===== config.mk =====
export PLATFORM = sky130hd
export DESIGN_NAME = wcm_top
export DESIGN_NICKNAME = d
export VERILOG_FILES = /design/src/logic/wcm_pkg.sv /design/src/logic/wcm_timer.sv /design/src/logic/wcm_top.sv
export VERILOG_INCLUDE_DIRS = /design/src /design/src/logic
export SDC_FILE = /design/constraint.sdc
export NUM_CORES = 1
export LEC_CHECK = 0
export BUFFER_PORTS_ARGS = -buffer_cell sky130_fd_sc_hd__clkbuf_2
export CORE_ASPECT_RATIO = 1.5
export CORE_MARGIN = 2
export CORE_UTILIZATION = 53
export DETAILED_ROUTE_END_ITERATION = 16
export MAX_ROUTING_LAYER = met4
export PLACE_DENSITY = 0.87
export SLEW_MARGIN = 20
export SYNTH_ARGS = -nofsm -noshare
export SYNTH_HDL_FRONTEND = slang
export SYNTH_HIERARCHICAL = 1
export SYNTH_SLANG_ARGS = --single-unit

===== constraint.sdc =====
create_clock -name core_clk -period 1.5 [get_ports core_clk]
set_input_delay 0.15 -clock core_clk [delete_from_list [all_inputs] [get_ports core_clk]]
set_output_delay 0.15 -clock core_clk [all_outputs]
set_load 0.05 [all_outputs]

===== src/logic/wcm_cfg.svh =====
// Timing constants and encodings for the wake-up clock masking block.
`ifndef WCM_CFG_SVH
`define WCM_CFG_SVH
`define WCM_CLK_MHZ            125
`define WCM_OVERSHOOT_US       6
`define WCM_LONG_MASK_US       150
`define WCM_SHORT_MASK_US      2
`define WCM_OUT_OF_SPEC_US     4
`define WCM_OVERSHOOT_CYC      (`WCM_OVERSHOOT_US * `WCM_CLK_MHZ)
`define WCM_LONG_MASK_CYC      (`WCM_LONG_MASK_US * `WCM_CLK_MHZ)
`define WCM_SHORT_MASK_CYC     (`WCM_SHORT_MASK_US * `WCM_CLK_MHZ)
`define WCM_CNT_W              16
`define WCM_DIV_W              3
`define WCM_DIV_BY_TWO         3'h1
`define WCM_DIV_NONE           3'h0
`define WCM_VLEVEL_W           2
`define WCM_ADDR_W             4
`define WCM_ADDR_DIV_CTRL      4'h0
`define WCM_ADDR_REQ_CTRL      4'h1
`define WCM_ADDR_SUPV_CTRL     4'h2
`define WCM_ADDR_STATUS        4'h3
`define WCM_ADDR_FAST_LIMIT    4'h4
`define WCM_SUPV_RESET         4'h5
`define WCM_FAST_LIMIT_RESET   16'h0005
`endif


===== src/logic/wcm_pkg.sv =====
// Types for the wake-up clock masking block.
package wcm_pkg;
  typedef enum logic [2:0] {
    WCM_RUN   = 3'h1,
    WCM_SLEEP = 3'h2,
    WCM_MASK  = 3'h4
  } wcm_state_e;
endpackage


===== src/logic/wcm_timer.sv =====
// Load-and-count-down interval timer with an expiry flag.
`timescale 1ns/1ns
`default_nettype none
module wcm_timer #(
  parameter int W = 16
) (
  input  wire logic         core_clk,
  input  wire logic         srst,
  input  wire logic         load,
  input  wire logic [W-1:0] load_val,
  output logic              busy,
  output logic              done
);
  logic [W-1:0] cnt_reg;

  always_ff @(posedge core_clk) begin
    if (srst) begin
      cnt_reg <= '0;
      busy    <= 1'b0;
      done    <= 1'b0;
    end else if (load) begin
      cnt_reg <= load_val;
      busy    <= (load_val != '0);
      done    <= (load_val == '0);
    end else if (busy) begin
      cnt_reg <= cnt_reg - W'(1);
      busy    <= (cnt_reg > W'(1));
      done    <= (cnt_reg == W'(1));
    end else begin
      done    <= 1'b0;
    end
  end
endmodule
`default_nettype wire


===== src/logic/wcm_top.sv =====
// Wake-up clock masking for the core clock after deep sleep, with subsystem clock gating during sleep.
`timescale 1ns/1ns
`default_nettype none
`include "wcm_cfg.svh"
module wcm_top #(
  parameter int LONG_MASK_CYC = `WCM_LONG_MASK_CYC,
  parameter int SHORT_MASK_CYC = `WCM_SHORT_MASK_CYC,
  parameter int OVERSHOOT_CYC = `WCM_OVERSHOOT_CYC
) (
  input  wire logic                     core_clk,
  input  wire logic                     srst,
  input  wire logic                     sleep_req,
  input  wire logic                     wake_req,
  input  wire logic [`WCM_ADDR_W-1:0]   reg_addr,
  input  wire logic [15:0]              reg_wdata,
  input  wire logic                     reg_wr,
  input  wire logic                     reg_rd,
  output logic      [15:0]              reg_rdata,
  output logic                          cpu_clk_en,
  output logic                          sleeping,
  output logic                          oscillator_overshoot,
  output logic                          subsystem_clk_en,
  output logic                          core_out_of_spec,
  output logic      [`WCM_DIV_W-1:0]    core_clock_divider_field
);
  wcm_pkg::wcm_state_e       state_reg;
  wcm_pkg::wcm_state_e       state_next;
  logic [2:0]                sleep_sync;
  logic [2:0]                wake_sync;
  logic                      sleep_pulse;
  logic                      wake_pulse;
  logic                      subsystem_clock_request_enable;
  logic                      sub_from_crystal;
  logic                      low_supervisor_enable_bit;
  logic                      low_monitor_enable_bit;
  logic                      low_supervisor_full_perf_bit;
  logic                      low_monitor_full_perf_bit;
  logic [`WCM_VLEVEL_W-1:0]  core_vlevel;
  logic [15:0]               fast_limit_mhz;
  logic [15:0]               dco_mhz;
  logic                      short_mask;
  logic                      mask_load;
  logic                      mask_busy;
  logic                      mask_done;
  logic                      ovs_busy;
  logic [`WCM_CNT_W-1:0]     mask_len;
  logic [7:0]                wake_count_reg;

  // Sleep and wake requests come from pins; two flops before any edge detection.
  always_ff @(posedge core_clk) begin
    if (srst) begin
      sleep_sync <= 3'h0;
      wake_sync  <= 3'h0;
    end else begin
      sleep_sync <= {sleep_sync[1:0], sleep_req};
      wake_sync  <= {wake_sync[1:0], wake_req};
    end
  end

  assign sleep_pulse = sleep_sync[1] & ~sleep_sync[2];
  assign wake_pulse  = wake_sync[1] & ~wake_sync[2];

  // Short mask when both are off or both run in full performance.
  assign short_mask = (~low_supervisor_enable_bit & ~low_monitor_enable_bit) |
                      (low_supervisor_full_perf_bit & low_monitor_full_perf_bit);
  assign mask_len = short_mask ? `WCM_CNT_W'(SHORT_MASK_CYC)
                               : `WCM_CNT_W'(LONG_MASK_CYC);
  assign mask_load = (state_reg == wcm_pkg::WCM_SLEEP) && wake_pulse;

  wcm_timer #(.W(`WCM_CNT_W)) u_mask_timer (
    .core_clk (core_clk),
    .srst     (srst),
    .load     (mask_load),
    .load_val (mask_len),
    .busy     (mask_busy),
    .done     (mask_done)
  );

  wcm_timer #(.W(`WCM_CNT_W)) u_ovs_timer (
    .core_clk (core_clk),
    .srst     (srst),
    .load     (mask_load),
    .load_val (`WCM_CNT_W'(OVERSHOOT_CYC)),
    .busy     (ovs_busy),
    .done     ()
  );

  always_comb begin
    state_next = state_reg;
    unique case (state_reg)
      wcm_pkg::WCM_RUN: begin
        if (sleep_pulse) begin
          state_next = wcm_pkg::WCM_SLEEP;
        end
      end
      wcm_pkg::WCM_SLEEP: begin
        if (wake_pulse) begin
          state_next = wcm_pkg::WCM_MASK;
        end
      end
      wcm_pkg::WCM_MASK: begin
        if (mask_done) begin
          state_next = wcm_pkg::WCM_RUN;
        end
      end
      default: state_next = wcm_pkg::WCM_RUN;
    endcase
  end

  always_ff @(posedge core_clk) begin
    if (srst) begin
      state_reg <= wcm_pkg::WCM_RUN;
    end else begin
      state_reg <= state_next;
    end
  end

  // CPU clock gate opens only once the selected mask has fully run out.
  always_ff @(posedge core_clk) begin
    if (srst) begin
      cpu_clk_en <= 1'b1;
      sleeping   <= 1'b0;
    end else begin
      cpu_clk_en <= (state_next == wcm_pkg::WCM_RUN);
      sleeping   <= (state_next != wcm_pkg::WCM_RUN);
    end
  end

  // The subsystem clock follows the oscillator with no wake-up mask.
  always_ff @(posedge core_clk) begin
    if (srst) begin
      subsystem_clk_en     <= 1'b1;
      oscillator_overshoot <= 1'b0;
    end else begin
      subsystem_clk_en     <= subsystem_clock_request_enable |
                              (state_next != wcm_pkg::WCM_SLEEP);
      oscillator_overshoot <= ovs_busy | mask_load;
    end
  end

  // Undivided fast core clock during a short mask overshoot is out of spec.
  assign dco_mhz = 16'(`WCM_CLK_MHZ);
  always_ff @(posedge core_clk) begin
    if (srst) begin
      core_out_of_spec <= 1'b0;
    end else begin
      core_out_of_spec <= short_mask && ovs_busy && !mask_busy &&
                          (core_clock_divider_field == `WCM_DIV_NONE) &&
                          (dco_mhz > fast_limit_mhz);
    end
  end

  always_ff @(posedge core_clk) begin
    if (srst) begin
      wake_count_reg <= 8'h00;
    end else if (mask_done) begin
      wake_count_reg <= wake_count_reg + 8'h01;
    end
  end

  // Software-visible control; divider and request enable are kept by software.
  always_ff @(posedge core_clk) begin
    if (srst) begin
      core_clock_divider_field       <= `WCM_DIV_NONE;
      subsystem_clock_request_enable <= 1'b1;
      sub_from_crystal               <= 1'b0;
      {low_supervisor_enable_bit, low_monitor_enable_bit,
       low_supervisor_full_perf_bit, low_monitor_full_perf_bit} <= `WCM_SUPV_RESET;
      core_vlevel                    <= '0;
      fast_limit_mhz                 <= `WCM_FAST_LIMIT_RESET;
    end else if (reg_wr) begin
      unique case (reg_addr)
        `WCM_ADDR_DIV_CTRL: begin
          core_clock_divider_field <= reg_wdata[`WCM_DIV_W-1:0];
          core_vlevel              <= reg_wdata[9:8];
        end
        `WCM_ADDR_REQ_CTRL: begin
          subsystem_clock_request_enable <= reg_wdata[0];
          sub_from_crystal               <= reg_wdata[1];
        end
        `WCM_ADDR_SUPV_CTRL: begin
          {low_supervisor_enable_bit, low_monitor_enable_bit,
           low_supervisor_full_perf_bit, low_monitor_full_perf_bit} <= reg_wdata[3:0];
        end
        `WCM_ADDR_FAST_LIMIT: begin
          fast_limit_mhz <= reg_wdata;
        end
        default: begin
        end
      endcase
    end
  end

  always_ff @(posedge core_clk) begin
    if (srst) begin
      reg_rdata <= 16'h0000;
    end else if (reg_rd) begin
      unique case (reg_addr)
        `WCM_ADDR_DIV_CTRL:   reg_rdata <= {6'h00, core_vlevel, 5'h00, core_clock_divider_field};
        `WCM_ADDR_REQ_CTRL:   reg_rdata <= {14'h0000, sub_from_crystal,
                                            subsystem_clock_request_enable};
        `WCM_ADDR_SUPV_CTRL:  reg_rdata <= {12'h000, low_supervisor_enable_bit,
                                            low_monitor_enable_bit,
                                            low_supervisor_full_perf_bit,
                                            low_monitor_full_perf_bit};
        `WCM_ADDR_STATUS:     reg_rdata <= {wake_count_reg, 2'h0, short_mask, core_out_of_spec,
                                            oscillator_overshoot, mask_busy, sleeping,
                                            cpu_clk_en};
        `WCM_ADDR_FAST_LIMIT: reg_rdata <= fast_limit_mhz;
        default:              reg_rdata <= 16'h0000;
      endcase
    end else begin
      reg_rdata <= 16'h0000;
    end
  end
endmodule
`default_nettype wire


======== After elaboration in Yosys (flattened, before gate mapping) ========
Cells that the tools add are included.
word-level totals
  register bits ........................... 100
  input port bits ......................... 26
  output and inout port bits .............. 24
  word-level logic and storage cells ...... 88
cells by class
  add/subtract/negate cells ............... 3
  magnitude comparators ................... 3
  eq/ne operators ......................... 11
  muxes and demuxes ....................... 16
  bitwise gates (word level) .............. 12
  reductions and logical operators ........ 18
operator list
  kind                                                                               count
  16-bit one-hot mux with 5 select lines                                             1
  16-bit by 1-bit greater-than comparator with 1-bit output (second input constant)  2
  16-bit 2-to-1 mux                                                                  2
  16-bit by 1-bit subtractor with 16-bit output (second input constant)              2
  10-bit 2-to-1 mux                                                                  2
  16-bit by 1-bit equality test with 1-bit output (second input constant)            1
  7-bit by 16-bit greater-than comparator with 1-bit output (first input constant)   1
  16-bit logical NOT                                                                 1
  16-bit nonzero test                                                                1
  15-bit 2-to-1 mux                                                                  1
  3-bit 2-to-1 mux                                                                   3
  3-bit one-hot mux with 3 select lines                                              1
  8-bit by 1-bit adder with 8-bit output (second input constant)                     1
  4-bit by 2-bit equality test with 1-bit output (second input constant)             2
  2-bit AND reduction                                                                4
  3-bit by 1-bit equality test with 1-bit output (second input constant)             2
  1-bit 2-to-1 mux                                                                   6
  1-bit logical AND                                                                  5
  1-bit inverter                                                                     5
  1-bit bitwise AND                                                                  4
  4-bit by 1-bit equality test with 1-bit output (second input constant)             1
  4-bit by 3-bit equality test with 1-bit output (second input constant)             1
  4-bit logical NOT                                                                  1
  2-bit nonzero test                                                                 2
  other kinds (8)                                                                    11

======== Depth between registers and ports, before layout ========
  word-level depth ........................ 7
  gate-level depth with buffers ........... 7

======== Hierarchy ========
Netlist, hierarchy kept.
by module, submodules not included
  module     times used  cells an instance  area each (um^2)  seq. area each (um^2)
  wcm_top    1           287                2647.5            1301.2
  wcm_timer  2           132                1101.1            360.3

======== Worst setup path after synthesis ========
No wires, ideal clock.
  kind .................................... register -> register
  start ................................... register u_mask_timer.cnt_reg[0]
  end ..................................... register u_mask_timer.cnt_reg[14]
  setup time .............................. 0.130 ns
  data arrival time ....................... 1.384 ns
  data required time ...................... 1.370 ns
  path slack .............................. -0.014 ns
  cell stages (with the launch flop) ...... 7
  path buffers ............................ 0
  clock period less this slack ............ 1.514 ns
  path through ............................ dfxtp_1 inv_1 ha_1 and2_1 and3_1 a211oi_1 nor4_2
between the ends
  longest elaborated chain between the ends .. 3
ends and longest elaborated chain
  item                                           line             RTL
  from (decl)                                    wcm_timer.sv:14  logic [W-1:0] cnt_reg;
  from (signal assigned)                         wcm_timer.sv:22  cnt_reg <= load_val;
  from (signal assigned)                         wcm_timer.sv:26  cnt_reg <= cnt_reg - W'(1);
  16-bit by 1-bit subtractor with 16-bit output  wcm_timer.sv:26
  16-bit 2-to-1 mux                              wcm_timer.sv:25  end else if (busy) begin
  16-bit 2-to-1 mux                              wcm_timer.sv:21  end else if (load) begin
Every way passes these cells. The select of a mux whose other input is x is not followed.
A chain may end at the register's enable or synchronous reset.

======== Worst setup path in the final report ========
  start ................................... register u_mask_timer.cnt_reg[8]
  end ..................................... register u_mask_timer.busy
between the ends
  longest elaborated chain between the ends .. 3
ends and longest elaborated chain
  item                                                       line             RTL
  16-bit by 1-bit greater-than comparator with 1-bit output  wcm_timer.sv:27  busy <= (cnt_reg > W'(1));
  1-bit 2-to-1 mux                                           wcm_timer.sv:25
  1-bit 2-to-1 mux                                           wcm_timer.sv:21
  to (signal assigned)                                       wcm_timer.sv:23  busy <= (load_val != '0);
  to (signal assigned)                                       wcm_timer.sv:27
  to (decl)                                                  wcm_timer.sv:11  output logic busy,
Every way passes these cells.

==> results.md <==
* Met2 global-route usage at 0.4441
* 1st-iter DRT viols at 535
* Chip height at 120.7 um
* Synthesized area per cell at 8.795 sq um
* Final Core Density at 0.6705
* WP data arrival at 1.69 ns
* Most common cell after layout, fill and taps aside: dfxtp_1
* Via count at 4442
* Clock slew at reported path FFs at 0.07 ns
* PwrDens at 915.6 nW/um^2
* CTS tree: done
* Total clock sinks at 100
* # diodes at 0
* Port-buffer cells at 49
* Worst Path Required at 1.72 ns
* Worst setup path endpoint: u_mask_timer/busy
* Crit path kind: register to register
* Clock Skews at 0.01003 ns
* Initial Util at 0.5449
* DRC errors left at 0
* Flop2flop setup slack at 0.03 ns
* FMAX at 681.1 MHz
* Total congestion overflow at 0
* Leakage at 2.347 nW
* Slew Viols, Final at 0
* Worst-Skew Late Latency at 0.34 ns
* DIE AREA at 9871 sq um
* Final net count at 686
* All-Layer GR Usage at 0.2527
* Hold Violations, Final at 0
* Max-slew headroom at 0.3398
* Fill cell count at 654
* Clock Power Share at 0.447
* Core area at 8828 sq um
* Avg Vias per Cell at 5.769
* Largest net degree at the start of global routing at 53
* Status: complete, no violations
* Worst r2r src: u_mask_timer/cnt_reg[8]
* Switching share of total power at 0.2342
* Share of cells above drive strength 1 at 0.2197
* CTS Buf Count at 9
* Largest fanout on the critical path at 5
* Final HPWL DP at 8120 um
* Crit. Startpoint: u_mask_timer/cnt_reg[8]
* Row count at 42
* CP startpoint kind: register
* Synth warn at 6
* Antenna-violating nets left at 0
* Logic pwr share at 0.057
* Reg2reg path depth at 4
* Met3 usage at 0.04403
* Reg2reg end: u_mask_timer/busy
* Final worst slack at 0.03173 ns
* Initial antenna violation count at 0
* Final cell count without fillers at 770
* Post-CTS Hold Buffers at 0
* GR peak layer: met2
* Layout area overhead at 23.04%
* Psw at 0.001269 W
* Min cycle time layout at 1.468 ns
* Worst Max-Slew Pin Slew at 0.9837 ns
* First-pass GRT wire length at 19150 um
* Routed wire length at 12030 um
* Mapped Cells at 547
* Total of max-cap violations at 0
* Total iterations of the first detailed-routing run at 5
* H-tree Lvls at 3
* Die Width at 81.79 um
* Synth Cell Area at 4811 sq um
* Final period utilization at 0.9788
* Commonest cells after routing, fill and taps aside: dfxtp_1 (95), a21oi_1 (57), conb_1 (51)
* Final setup violating endpoints at 0
* Io pins at 50
* CP endpoint kind: register
* Maximum VDD drop at 0.9237 mV
* Placed Cells incl. Taps at 751
* Clock Path Buffers at 2
* Via count of the first global-routing pass at 4216
* Root Driver: clkbuf_16
* Gpl congestion at 0.9631
* Pre-CTS WS at -0.02800 ns
* Internal at 0.004151 W
* DR WL/cell at 15.63 um
* Flop pwr share at 0.496
* GR Layer Usage met1 at 0.2724
* Hold Crit Class: input pin to register
[final cells by class]
class / count / area [sq um] / area share
multi-input cells: 433 / 2780 / 0.4697
flip-flops and latches: 100 / 2011 / 0.3397
repair buffers: 84 / 574.3 / 0.09702
clock buffers: 10 / 239.0 / 0.04037
well taps: 110 / 137.6 / 0.02325
inverters: 27 / 101.3 / 0.01712
clock inverters: 6 / 76.32 / 0.01289
[per-stage QoR]
| stage | setup TNS [ns] | hold slack, ns | cell area [sq um] | power (W) |
|---|---|---|---|---|
| 6_report | 0 | 0.01526 | 5919 | 0.005420 |
| 5_1_grt | -0.1167 | 0.03294 | 5919 | 0.005584 |
| 4_1_cts | 0 | 0.007803 | 5801 | 0.005438 |
| 3_5_place_dp | -0.07210 | 0.3681 | 5473 | 0.003046 |
| 3_3_place_gp | 0 | 0.3675 | 5473 | 0.003037 |
| 2_1_floorplan | 0 | 0.2782 | 4997 | 0.002947 |
[critical path: stages (launching register included)]
cell and delay, ns:
dfxtp_2 0.34, nor4_4 0.39, nand4_1 0.26, a211oi_2 0.28
nor3_1 0.08
[worst min-delay path by stage]
| stage | slack [ns] | from | endpoint | cells past startpoint |
|---|---|---|---|---|
| floorplan | 0.28 | sleep_req | sleep_sync[0] | 1 |
| global placement | 0.37 | sleep_req | sleep_sync[0] | 2 |
| detailed placement | 0.37 | sleep_req | sleep_sync[0] | 2 |
| CTS | 0.008 | sleep_req | sleep_sync[0] | 2 |
| global route | 0.03 | wake_req | wake_sync[0] | 2 |
| finish | 0.02 | sleep_req | sleep_sync[0] | 2 |
[per-layer routing]
metal,up-vias,part of all wire
met5,-,0
met4,0,0.037
met3,51,0.050
met2,173,0.53
met1,2087,0.38
li1,2131,-
[what timing repair did]
action                     in CTS  in global routing
gates resized for setup         3                 21
gates cloned                    0                  1
buffers inserted                0                  2
pin swaps                       0                  7
setup endpoints to repair       4                 12
[power by group through the flow]
stage	Sequential (W)	Clock (W)	Combinational, W
5_1_grt	0.00269	0.00255	0.000343
3_5_place_dp	0.00275	0	0.000294
2_1_floorplan	0.00276	0	0.000190
3_3_place_gp	0.00275	0	0.000287
4_1_cts	0.00269	0.00245	0.000298
6_report	0.00269	0.00242	0.000309
(Power assumes the default switching activity.)
